<file path="src/omdet_defines.svh">
// Overview of operation
// - Five-bit hysteresis field, default 10100.
// - Larger hysteresis widens band between rotation states.
// - Report face-up, face-down and four rotation states.
// - Rotation needs one axis high, other near zero.
// - Flat device classified by vertical axis sign.
// - Rotation changes only above incline threshold.
// - Incline threshold compared at 32 counts per g.
// - Candidate orientation must persist for timer count.
// - Any axis above wake threshold means active.
// - Unlatched mode also reports return to inactive.
// - Wake threshold read at 16 counts per g.
// - Motion state changes qualified by 8-bit counter.
`ifndef OMDET_DEFINES_SVH
`define OMDET_DEFINES_SVH

// Register byte addresses.
`define OMDET_ADDR_STATUS      8'h16
`define OMDET_ADDR_MOTION_CLR  8'h1A
`define OMDET_ADDR_CTRL1       8'h1B
`define OMDET_ADDR_WAKE_THR    8'h5A
`define OMDET_ADDR_TILT_ANGLE  8'h5C
`define OMDET_ADDR_HYST        8'h5F
`define OMDET_ADDR_TILT_TIMER  8'h60
`define OMDET_ADDR_WAKE_TIMER  8'h61

// Reset values.
`define OMDET_RST_CTRL1        8'h00
`define OMDET_RST_WAKE_THR     8'h08
`define OMDET_RST_TILT_ANGLE   8'h0C
`define OMDET_RST_HYST         8'h14
`define OMDET_RST_TILT_TIMER   8'h00
`define OMDET_RST_WAKE_TIMER   8'h00

// Field positions.
`define OMDET_CTRL1_ENABLE     7
`define OMDET_CTRL1_LATCH      4
`define OMDET_HYST_MSB         4
`define OMDET_STAT_MOTION      3
`define OMDET_CLR_MOTION       0

// Hysteresis to threshold mapping in counts at 32 counts per g.
`define OMDET_HI_BASE          7'h08
`define OMDET_LO_BASE          7'h24

`endif

</file>
<file path="src/omdet_pkg.sv">
package omdet_pkg;

    // Reported orientation states.
    typedef enum logic [2:0] {
        OMDET_FACE_UP,
        OMDET_FACE_DOWN,
        OMDET_X_POS,
        OMDET_X_NEG,
        OMDET_Y_POS,
        OMDET_Y_NEG
    } omdet_orient_t;

endpackage : omdet_pkg

</file>
<file path="src/omdet_axis_cmp.sv">
`timescale 1ns/1ps
`include "omdet_defines.svh"

// Classifies one in-plane axis sample against the high and low limits.
module omdet_axis_cmp #(
    parameter int W = 8
) (
    input  wire logic signed [W-1:0] sample,   // Axis acceleration, 32 counts per g.
    input  wire logic        [6:0]   hi_lim,   // Magnitude that marks a dominant axis.
    input  wire logic        [6:0]   lo_lim,   // Magnitude below which the axis is near zero.
    output logic                     is_pos,   // Axis is dominant and positive.
    output logic                     is_neg,   // Axis is dominant and negative.
    output logic                     is_mid    // Axis lies strictly inside the low band.
);

    logic signed [W+1:0] s_ext;  // Sign-extended sample.
    logic signed [W+1:0] hi_ext; // Signed high limit.
    logic signed [W+1:0] lo_ext; // Signed low limit.

    // Dominance needs the limit reached, the middle band is open at both ends.
    always_comb begin
        s_ext  = (W+2)'(sample);
        hi_ext = (W+2)'(signed'({1'b0, hi_lim}));
        lo_ext = (W+2)'(signed'({1'b0, lo_lim}));
        is_pos = s_ext >= hi_ext;
        is_neg = s_ext <= -hi_ext;
        is_mid = (s_ext < lo_ext) && (s_ext > -lo_ext);
    end

endmodule : omdet_axis_cmp

</file>
<file path="src/omdet_top.sv">
`timescale 1ns/1ps
`include "omdet_defines.svh"

// Orientation and wake-on-motion detection, evaluated once per sample set.
module omdet_top #(
    parameter int W = 8
) (
    input  wire logic                clk,          // System clock.
    input  wire logic                nrst,         // Asynchronous reset, active low.
    input  wire logic                reg_wr,       // Register write strobe.
    input  wire logic                reg_rd,       // Register read strobe.
    input  wire logic        [7:0]   reg_addr,     // Register byte address.
    input  wire logic        [7:0]   reg_wdata,    // Register write data.
    output logic             [7:0]   reg_rdata,    // Registered read data.
    input  wire logic                sample_valid, // One pulse per sample set.
    input  wire logic signed [W-1:0] acc_x,        // X acceleration, 32 counts per g.
    input  wire logic signed [W-1:0] acc_y,        // Y acceleration, 32 counts per g.
    input  wire logic signed [W-1:0] acc_z,        // Z acceleration, 32 counts per g.
    input  wire logic signed [W-1:0] hp_x,         // High-pass X, 16 counts per g.
    input  wire logic signed [W-1:0] hp_y,         // High-pass Y, 16 counts per g.
    input  wire logic signed [W-1:0] hp_z,         // High-pass Z, 16 counts per g.
    output omdet_pkg::omdet_orient_t orient,       // Reported orientation state.
    output logic                     orient_change,// Pulse when a new state is reported.
    output logic                     motion_flag,  // Motion indication.
    output logic                     motion_start, // Pulse on qualified entry to active.
    output logic                     motion_end    // Pulse on return to inactive, unlatched.
);

    // Squared magnitude, used for both in-plane axes.
    function automatic logic [2*W-1:0] sq(input logic signed [W-1:0] v);
        logic signed [2*W-1:0] p;
        p  = (2*W)'(v) * (2*W)'(v);
        sq = p;
    endfunction : sq

    // Magnitude of a signed sample.
    function automatic logic [W-1:0] mag(input logic signed [W-1:0] v);
        mag = v[W-1] ? W'(-v) : W'(v);
    endfunction : mag

    // Software-visible registers.
    logic [7:0] ctrl1_r,      ctrl1_nxt;      // Enable and latch mode.
    logic [7:0] wake_thr_r,   wake_thr_nxt;   // Wake threshold.
    logic [7:0] tilt_ang_r,   tilt_ang_nxt;   // Incline threshold.
    logic [7:0] hyst_r,       hyst_nxt;       // Trim bits and hysteresis field.
    logic [7:0] tilt_tmr_r,   tilt_tmr_nxt;   // Orientation debounce count.
    logic [7:0] wake_tmr_r,   wake_tmr_nxt;   // Motion qualify count.
    logic [7:0] rdata_r,      rdata_nxt;      // Read data.

    // Detection state.
    omdet_pkg::omdet_orient_t cur_r, cur_nxt;   // Reported orientation.
    omdet_pkg::omdet_orient_t pend_r, pend_nxt; // Candidate being debounced.
    logic [7:0] ocnt_r,  ocnt_nxt;              // Orientation debounce counter.
    logic       ochg_r,  ochg_nxt;              // Orientation change pulse.
    logic       mact_r,  mact_nxt;              // Qualified motion state.
    logic [7:0] mcnt_r,  mcnt_nxt;              // Motion qualify counter.
    logic       mflag_r, mflag_nxt;             // Sticky motion flag.
    logic       mst_r,   mst_nxt;               // Motion start pulse.
    logic       mend_r,  mend_nxt;              // Motion end pulse.

    logic       enable;   // Detection running.
    logic       latched;  // Latched motion mode.
    logic       clr_mot;  // Host clears the latched motion flag.
    logic [6:0] hi_lim;   // Dominant axis limit.
    logic [6:0] lo_lim;   // Near-zero axis limit.
    logic       x_pos, x_neg, x_mid, y_pos, y_neg, y_mid;
    logic       tilted;   // Incline above threshold.
    logic       raw_act;  // Any high-pass axis above threshold.
    omdet_pkg::omdet_orient_t cand; // Candidate from this sample set.

    assign enable  = ctrl1_r[`OMDET_CTRL1_ENABLE];
    assign latched = ctrl1_r[`OMDET_CTRL1_LATCH];
    assign clr_mot = reg_wr && (reg_addr == `OMDET_ADDR_MOTION_CLR)
                     && reg_wdata[`OMDET_CLR_MOTION];

    // A larger hysteresis raises the dominant limit and lowers the near-zero limit.
    always_comb begin
        hi_lim = `OMDET_HI_BASE + {2'h0, hyst_r[`OMDET_HYST_MSB:0]};
        lo_lim = `OMDET_LO_BASE - {2'h0, hyst_r[`OMDET_HYST_MSB:0]};
    end

    omdet_axis_cmp #(.W(W)) u_cmp_x (
        .sample (acc_x),
        .hi_lim (hi_lim),
        .lo_lim (lo_lim),
        .is_pos (x_pos),
        .is_neg (x_neg),
        .is_mid (x_mid)
    );

    omdet_axis_cmp #(.W(W)) u_cmp_y (
        .sample (acc_y),
        .hi_lim (hi_lim),
        .lo_lim (lo_lim),
        .is_pos (y_pos),
        .is_neg (y_neg),
        .is_mid (y_mid)
    );

    // Register writes and read data; the host keeps the trim bits itself.
    always_comb begin
        ctrl1_nxt    = ctrl1_r;
        wake_thr_nxt = wake_thr_r;
        tilt_ang_nxt = tilt_ang_r;
        hyst_nxt     = hyst_r;
        tilt_tmr_nxt = tilt_tmr_r;
        wake_tmr_nxt = wake_tmr_r;
        rdata_nxt    = rdata_r;
        if (reg_wr) begin
            case (reg_addr)
                `OMDET_ADDR_CTRL1:      ctrl1_nxt    = reg_wdata;
                `OMDET_ADDR_WAKE_THR:   wake_thr_nxt = reg_wdata;
                `OMDET_ADDR_TILT_ANGLE: tilt_ang_nxt = reg_wdata;
                `OMDET_ADDR_HYST:       hyst_nxt     = reg_wdata;
                `OMDET_ADDR_TILT_TIMER: tilt_tmr_nxt = reg_wdata;
                `OMDET_ADDR_WAKE_TIMER: wake_tmr_nxt = reg_wdata;
                default:                ;
            endcase
        end
        if (reg_rd) begin
            case (reg_addr)
                `OMDET_ADDR_CTRL1:      rdata_nxt = ctrl1_r;
                `OMDET_ADDR_WAKE_THR:   rdata_nxt = wake_thr_r;
                `OMDET_ADDR_TILT_ANGLE: rdata_nxt = tilt_ang_r;
                `OMDET_ADDR_HYST:       rdata_nxt = hyst_r;
                `OMDET_ADDR_TILT_TIMER: rdata_nxt = tilt_tmr_r;
                `OMDET_ADDR_WAKE_TIMER: rdata_nxt = wake_tmr_r;
                `OMDET_ADDR_STATUS: begin
                    rdata_nxt = {4'h0, motion_flag, 3'(cur_r)};
                end
                default:                rdata_nxt = 8'h00;
            endcase
        end
    end

    // Register storage.
    always_ff @(posedge clk or negedge nrst) begin
        if (!nrst) begin
            ctrl1_r    <= `OMDET_RST_CTRL1;
            wake_thr_r <= `OMDET_RST_WAKE_THR;
            tilt_ang_r <= `OMDET_RST_TILT_ANGLE;
            hyst_r     <= `OMDET_RST_HYST;
            tilt_tmr_r <= `OMDET_RST_TILT_TIMER;
            wake_tmr_r <= `OMDET_RST_WAKE_TIMER;
            rdata_r    <= 8'h00;
        end else begin
            ctrl1_r    <= ctrl1_nxt;
            wake_thr_r <= wake_thr_nxt;
            tilt_ang_r <= tilt_ang_nxt;
            hyst_r     <= hyst_nxt;
            tilt_tmr_r <= tilt_tmr_nxt;
            wake_tmr_r <= wake_tmr_nxt;
            rdata_r    <= rdata_nxt;
        end
    end

    // Candidate orientation for the current sample set.
    always_comb begin
        tilted = ({1'b0, sq(acc_x)} + {1'b0, sq(acc_y)})
                 > {1'b0, (2*W)'(tilt_ang_r) * (2*W)'(tilt_ang_r)};
        cand = cur_r;
        if (!tilted) begin
            cand = acc_z[W-1] ? omdet_pkg::OMDET_FACE_DOWN
                              : omdet_pkg::OMDET_FACE_UP;
        end else if (x_pos && y_mid) begin
            cand = omdet_pkg::OMDET_X_POS;
        end else if (x_neg && y_mid) begin
            cand = omdet_pkg::OMDET_X_NEG;
        end else if (y_pos && x_mid) begin
            cand = omdet_pkg::OMDET_Y_POS;
        end else if (y_neg && x_mid) begin
            cand = omdet_pkg::OMDET_Y_NEG;
        end
        raw_act = (mag(hp_x) > wake_thr_r) || (mag(hp_y) > wake_thr_r)
                  || (mag(hp_z) > wake_thr_r);
    end

    // Debounce of orientation and qualification of motion state.
    always_comb begin
        cur_nxt   = cur_r;
        pend_nxt  = pend_r;
        ocnt_nxt  = ocnt_r;
        ochg_nxt  = 1'b0;
        mact_nxt  = mact_r;
        mcnt_nxt  = mcnt_r;
        mflag_nxt = mflag_r;
        mst_nxt   = 1'b0;
        mend_nxt  = 1'b0;
        if (clr_mot) begin
            mflag_nxt = 1'b0;
        end
        if (!enable) begin
            ocnt_nxt = 8'h00;
            mcnt_nxt = 8'h00;
        end else if (sample_valid) begin
            // A candidate must persist for the programmed number of sets.
            if (cand == cur_r) begin
                ocnt_nxt = 8'h00;
            end else if (cand != pend_r) begin
                pend_nxt = cand;
                ocnt_nxt = 8'h01;
                if (tilt_tmr_r <= 8'h01) begin
                    cur_nxt  = cand;
                    ochg_nxt = 1'b1;
                    ocnt_nxt = 8'h00;
                end
            end else if (ocnt_r + 8'h01 >= tilt_tmr_r) begin
                cur_nxt  = pend_r;
                ochg_nxt = 1'b1;
                ocnt_nxt = 8'h00;
            end else begin
                ocnt_nxt = ocnt_r + 8'h01;
            end
            // Motion state flips after the qualify count of differing samples.
            if (raw_act == mact_r) begin
                mcnt_nxt = 8'h00;
            end else if (mcnt_r + 8'h01 >= wake_tmr_r) begin
                mact_nxt = raw_act;
                mcnt_nxt = 8'h00;
                if (raw_act) begin
                    mst_nxt   = 1'b1;
                    mflag_nxt = 1'b1;
                end else begin
                    mend_nxt = !latched;
                end
            end else begin
                mcnt_nxt = mcnt_r + 8'h01;
            end
        end
    end

    // Detection state storage.
    always_ff @(posedge clk or negedge nrst) begin
        if (!nrst) begin
            cur_r   <= omdet_pkg::OMDET_FACE_UP;
            pend_r  <= omdet_pkg::OMDET_FACE_UP;
            ocnt_r  <= 8'h00;
            ochg_r  <= 1'b0;
            mact_r  <= 1'b0;
            mcnt_r  <= 8'h00;
            mflag_r <= 1'b0;
            mst_r   <= 1'b0;
            mend_r  <= 1'b0;
        end else begin
            cur_r   <= cur_nxt;
            pend_r  <= pend_nxt;
            ocnt_r  <= ocnt_nxt;
            ochg_r  <= ochg_nxt;
            mact_r  <= mact_nxt;
            mcnt_r  <= mcnt_nxt;
            mflag_r <= mflag_nxt;
            mst_r   <= mst_nxt;
            mend_r  <= mend_nxt;
        end
    end

    // Latched mode shows the sticky flag, unlatched mode the live state.
    assign motion_flag   = latched ? mflag_r : mact_r;
    assign reg_rdata     = rdata_r;
    assign orient        = cur_r;
    assign orient_change = ochg_r;
    assign motion_start  = mst_r;
    assign motion_end    = mend_r;

endmodule : omdet_top

</file>
<file path="config.mk">
export PLATFORM = sky130hd
export DESIGN_NAME = omdet_top
export DESIGN_NICKNAME = d
export VERILOG_FILES = /design/src/omdet_pkg.sv /design/src/omdet_axis_cmp.sv /design/src/omdet_top.sv
export VERILOG_INCLUDE_DIRS = /design/src
export SDC_FILE = /design/constraint.sdc
export NUM_CORES = 1
export LEC_CHECK = 0
export BUFFER_PORTS_ARGS = -buffer_cell sky130_fd_sc_hd__buf_4
export CORE_ASPECT_RATIO = 0.75
export CORE_UTILIZATION = 55
export CTS_CLUSTER_SIZE = 24
export DETAILED_ROUTE_END_ITERATION = 16
export PLACE_DENSITY = 0.84
export SLEW_MARGIN = 20
export SYNTH_ARGS = -nofsm -noshare
export SYNTH_HDL_FRONTEND = slang
export SYNTH_SLANG_ARGS = --single-unit
export TNS_END_PERCENT = 20
</file>
<file path="constraint.sdc">
create_clock -name clk -period 10.1 [get_ports clk]
set_input_delay 2.02 -clock clk [delete_from_list [all_inputs] [get_ports clk]]
set_output_delay 2.02 -clock clk [all_outputs]
set_load 0.02 [all_outputs]
</file>
# After elaboration in Yosys (flattened, before gate mapping)
# Cells that the tools add are included.
# W data, S select, Z words.
# classes
add_sub_neg	10
mul	3
n_div	0
magnitude_cmp	15
eq_ne	13
shifts	0
mux	46
n_bitwise	2
reduce_logical	21
# op_table
cell	n
$mux W8	12
$pmux W8 S7	1
$mul A8 B8 Y16	3
$eq A8 B7 Y1 const B	5
$mux W1	25
$eq A8 B5 Y1 const B	3
$gt A8 B8 Y1	3
$mux W3	8
$neg A8 Y8	3
$gt A8 B10 Y1	2
$le A8 B10 Y1	2
$add A16 B16 Y17	1
$gt A17 B16 Y1	1
$add A8 B1 Y8 const B	2
$ge A8 B7 Y1	2
$ge A8 B8 Y1	2
$lt A8 B8 Y1	2
$reduce_and A2 Y1	6
$neg A6 Y10	1
$neg A7 Y10	1
$le A8 B1 Y1 const B	1
$logic_and A1 B1 Y1	8
$reduce_and A4 Y1	2
$sub A6 B5 Y7 const A	1
11 further kinds	13
# word_totals
reg_bits	83
latch_bits	0
ram_bits	0
mem_bits_ro	0
in_bits	69
out_inout_bits	15
wordCells	126
n_memories	0

# Longest topological paths before layout
# logic_depth
ltp_word	15
mapped_depth	42
depth_no_buf	40

# Hierarchy
# From an unflattened synthesis, not the netlist that was laid out.
# hier_totals
cells_unflattened	1565
area_unflattened_um2	13860.8
# modules_own_cells
mod	instances	cells_each	area_per_inst_um2	seq_area_each_um2
omdet_top	1	1303	11911.4	2083.2
omdet_axis_cmp	2	131	974.7	0.0

# Worst setup path after synthesis
# Ideal clock, no wire load.
# synth_path
path_kind	input to register
start	input port acc_x[7]
end	register cur_r[1], in the netlist orient[1]
setup_time_ps	125
arrival_ps	9924
required_time_ps	9975
setup_slack_ps	51
stages	41
n_path_buf	2
cell_sequence	clkbuf_1 -> clkinv_1 -> nor2_1 -> xnor2_1 -> ha_1 -> inv_1 -> fa_1 -> inv_1 -> fa_1 -> inv_1 -> fa_1 -> inv_1 -> ha_1 -> inv_1 -> o21bai_1 -> a21oi_1 -> nor2b_1 -> o21a_1 -> (+5 left out) -> ha_1 -> inv_1 -> nor4_1 -> a311oi_1 -> o211ai_1 -> ha_1 -> nand4_1 -> a21oi_1 -> nor2_1 -> a311o_1 -> o211a_1 -> a211oi_1 -> xnor2_1 -> nand2_1 -> a2111oi_4 -> and3b_1 -> buf_6 -> mux2_4
# synth_between
elab_chain_len	11
word_cells_on_any_way	25
cone_classes	1 x add/sub; 1 x mul; 5 x order compare; 3 x eq/ne; 7 x mux; 1 x bitwise; 7 x reduce/logical
# synth_rtl
item	line	text
from (decl)	omdet_top.sv:16	input wire logic signed [W-1:0] acc_x,
parallel branches: the longest is 7 deep, another holds $add A16 B16 Y17	--	
$mux W3 *	omdet_top.sv:162	if (!tilted) begin
$ne A3 B3 Y1 or $eq A3 B3 Y1 (tied branches)	omdet_top.sv:199, omdet_top.sv:197	
$ne A2 B1 Y1 (no source line), or another cell as far along	--	
$reduce_and A5 Y1 (no source line)	--	
to (signal assigned)	omdet_top.sv:235	cur_r <= omdet_pkg::OMDET_FACE_UP;
to (signal assigned)	omdet_top.sv:245	cur_r <= cur_nxt;
to (decl)	omdet_top.sv:51	omdet_pkg::omdet_orient_t cur_r, cur_nxt;
# Mark *: on every way between the ends. The select of a mux whose other input is x is not followed.
# A chain may end at the register's enable or synchronous reset.

# Worst setup path after layout
# layout_path
start	input port acc_y[6]
end	register cur_r[2], in the netlist orient[2]
# layout_between
elab_chain_len	10
word_cells_on_any_way	25
cone_classes	1 x add/sub; 1 x mul; 5 x order compare; 3 x eq/ne; 7 x mux; 1 x bitwise; 7 x reduce/logical
# layout_rtl
item	line	text
from (decl)	omdet_top.sv:17	input wire logic signed [W-1:0] acc_y,
parallel branches: the longest is 6 deep, another holds $add A16 B16 Y17	--	
$mux W3 *	omdet_top.sv:162	
$ne A3 B3 Y1 or $eq A3 B3 Y1 (tied branches)	omdet_top.sv:199, omdet_top.sv:197	
$ne A2 B1 Y1 (no source line), or another cell as far along	--	
$reduce_and A5 Y1 (no source line)	--	
# Marked as above.

==> results <==
- The worst slew margin relative to its limit is 0.3512.
- The utilization after layout is 0.6211.
- The sort of element at the end of the critical path is a register.
- Of the post-synthesis cell area, the dominant cell type holds 0.2073.
- After synthesis, the share of cell area in mux cells is 0.04753.
- The top cell family by delay on the critical path is adder cells.
- The simple-gate area share of the yosys netlist is 0.1293.
- The fraction of registers with async set or reset after synthesis is 1.000.
- The pre-antenna-repair detailed-routing pass consisted of 6 iterations.
- The detail-routed via count per cell is about 5.8.
- The biggest cell delay along the critical path is 0.55 ns.
- The total global-route track usage is 0.2631.
- The unique cell type count in the Yosys netlist is 69.
- When the netlist entered floorplanning its net count stood at 1886.
- The post-synthesis xor/xnor area fraction is 0.07518.
- The leading register cell type out of synthesis is dfrtp_1.
- The HPWL reported at the end of detailed placement is about 26000 um.
- Yosys printed 0 warnings.
- After clock tree synthesis, the clock-pin slew on the worst setup and hold paths is approximately 0.060 ns.
- The synthesized instance count is 1485.
- The via count of the first global-routing pass is ~11000.
- The count of buffering cells on the critical path with inverters included is 8.
- Counting tap cells, the placed design contains a total of around 1900 instances.
- The timing-limited maximum frequency is about 100 MHz.
- The post-route cell area is 14850 um^2.
- The global placement routability congestion is 0.9398.
- The count of pins over their slew limit came to 0.
- Yosys attributes the largest share of cell area to ha_1 (21%), fa_1 (16%), dfrtp_1 (15%), inv_1 (7.2%), xnor2_1 (6.3%).
- Counting flops with a built-in enable in the synthesized netlist gives 0.
- The floorplan has 49 rows.
- The path type of the worst min-delay path is reg2reg.
- The number of antenna diodes in the final layout is 0.
- The initial detailed-routing violation count is about 800.
- Across the run, the number of max-cap violations was 0.
- The total CTS buffers is 9.
- For this run, the register share of the synthesized area comes to 0.1555.
- The clock reaches the later pin of the worst-skew pair after 0.35 ns.
- The tree is rooted in a clkbuf_16.
- The wire length per cell is 17.05 um.
- The total number of clock tree sinks is 83.
- The actual transition at the worst max-transition pin is 0.9710 ns.
- The post-synthesis compound-gate area fraction is 0.1392.
- After filler insertion, the fill cell instance count of the layout stands at 1944.
- The wire length of the first global-routing pass is 52750 um.
- The area taken by multi-input logic gates is 10280 um^2.
- By instance count, the cell type seen most on the critical path is inv_1.
- The post-synthesis sequential element count is 83.
- The storage element area is 2083 um^2.
- The critical path is of the in2reg type.
- Sorting the synthesized cells by how often they occur yields inv_1 (257), ha_1 (222), fa_1 (110), xnor2_1 (96), nand2_1 (89).
- The library cell contributing the largest single delay on the critical path is fa_1.
- The run finished with clean final reports.
- The total congestion overflow is 0.
- Data on the critical path is required at its endpoint by 10.33 ns.
- The worst path in the final design needs a cycle of 9.648 ns, including I/O delays and setup.
- Pin placement for this block handled 84 I/O pins.
- The H-tree was split into 3 levels.
- The library cell with the largest summed area after synthesis is ha_1.
- Dividing the final minimum period by the clock period gives 0.9553.
- The area of the core region is 23910 um^2.
- The main combinational cell family by area after synthesis is adder cells.
- The synthesized area divided by synthesized cell count is 9.022 um^2.
- The vertical extent of the die is 137.2 um.
- Entering global routing, the biggest net connects 84 pins.
- The total cell area at the placement stage is 14480 um^2.
- The overall die area is 24990 um^2.
- The maximum fanout along the worst path is 5.
- The routed layout has 10950 vias.
- The worst setup path is launched from an input pin.
- The number of nets with antenna violations after routing is 0.
- The area growth from synthesis to layout is 10.84%.
- The horizontal die dimension is 182.2 um.
- Summed over all layers, the routed wires come to ~32000 um.
- The initial standard-cell utilization of the core is 0.5603.
- The layout net count is 1978.
- The number of failing hold endpoints at the final stage is 0.
- The number of input and output port buffers inserted is 76.
- The mapped netlist covers around 13000 um^2.
- The reg2reg setup slack is between 2 and 2.5 ns.
- The most frequent cell after synthesis is inv_1.
- The clock passes through at most 2 buffers.
- Across the routed clock network, the largest skew measured is 0.01061 ns.
- The number of DRC violations after detailed routing is 0.
- Setup violations remaining at the end of the flow were counted as 0.
- The initial antenna violation count is 1.
- Excluding fillers, the count of instances in the completed layout stands at about 1900.
- The TritonCTS clock tree is yes.
- In the final layout, the share of cells above drive strength 1 is 0.1391.
- The synthesized-area fraction occupied by adder cells is 0.3717.
- The critical path arrival is 9.88 ns.
cell type report:
| type | count | area share |
|---|---|---|
| multi-input cells | 1115 | 0.6921 |
| flip-flops and latches | 83 | 0.1403 |
| inverters | 258 | 0.06572 |
| repair buffers | 110 | 0.05586 |
| well taps | 306 | 0.02578 |
| clock buffers | 9 | 0.01517 |
| clock inverters | 7 | 0.005139 |
layer usage:
layer,vias to the layer above,part of all wire,global-route usage
li1,5202,-,-
met1,5393,0.46,0.3658
met2,306,0.46,0.4332
met3,49,0.065,0.04763
met4,0,0.015,0.04575
met5,-,0,0
cell usage in the layout, fill, tap and decap left out, types with 9 or more instances in the layout:
cell type and n:
a21o_1 22, inv_1 255, dfrtp_1 78, ha_1 222, nor2_1 46, a21oi_1 70
a32o_1 14, nand2b_1 30, fa_1 110, and3_1 15, o22ai_1 10, o21bai_1 12
nor3_1 12, o21ai_0 54, o21a_1 11, or3_1 11, xor2_1 19, buf_4 109
nand3_1 28, mux2_2 53, and2_1 43, nand2_1 89, a22oi_1 9, clkbuf_16 9
xnor2_1 96, o31ai_1 9, nand4_1 10, nor2b_1 22
stage by stage:
stage	hold slack (ns)	TNS, ns	setup WS (ns)
2_1_floorplan	0.4739	0	0.05129
3_5_place_dp	0.4932	-0.2398	-0.09439
3_3_place_gp	0.4852	0	0.09177
5_1_grt	0.5150	-0.003222	-0.003222
4_1_cts	0.5062	0	0.2270
6_report	0.5061	0	0.4518
path summary, 6_finish.rpt:
kind | cells after the start | end | start
hold / removal | 1 | hyst_r[6] | hyst_r[6]
setup reg to reg | 34 | orient[2] | tilt_ang_r[3]
max in group asynchronous | 1 | mcnt_r[7] | nrst
min in group asynchronous | 1 | tilt_tmr_r[6] | nrst
setup / recovery | 37 | orient[2] | acc_y[6]
hold reg to reg | 1 | hyst_r[6] | hyst_r[6]
state kept, by name, summed over array words and instances, names as in the netlist:
signal and flops:
orient_change 1, pend_r 3, orient 3, wake_thr_r 8, mcnt_r 8, ctrl1_r 8
mact_r 1, motion_start 1, wake_tmr_r 8, tilt_ang_r 8, mflag_r 1, hyst_r 8
reg_rdata 8, motion_end 1, ocnt_r 8, tilt_tmr_r 8
cell families (layout without fill, tap and decap cells):
kind of cell             count (synthesis)  after routing
buffers and inverters                  287            384
flip-flops                              83             83
AND/OR/NAND/NOR                        336            336
AO/OA/AOI/OAI                          274            274
XOR/XNOR                               115            115
adder cells (fa/ha/maj)                332            332
multiplexers                            56             56
other                                    2              2
what timing repair did:
item	CTS	global route
hold endpoints to repair	0	0
buffers inserted	0	2
setup endpoints to repair	0	12
hold buffers	0	0
gates resized for setup	0	17
Power is left out: the tool's default activity adds up to more than one toggle a clock period on the data nets, which glitch-free logic cannot reach.
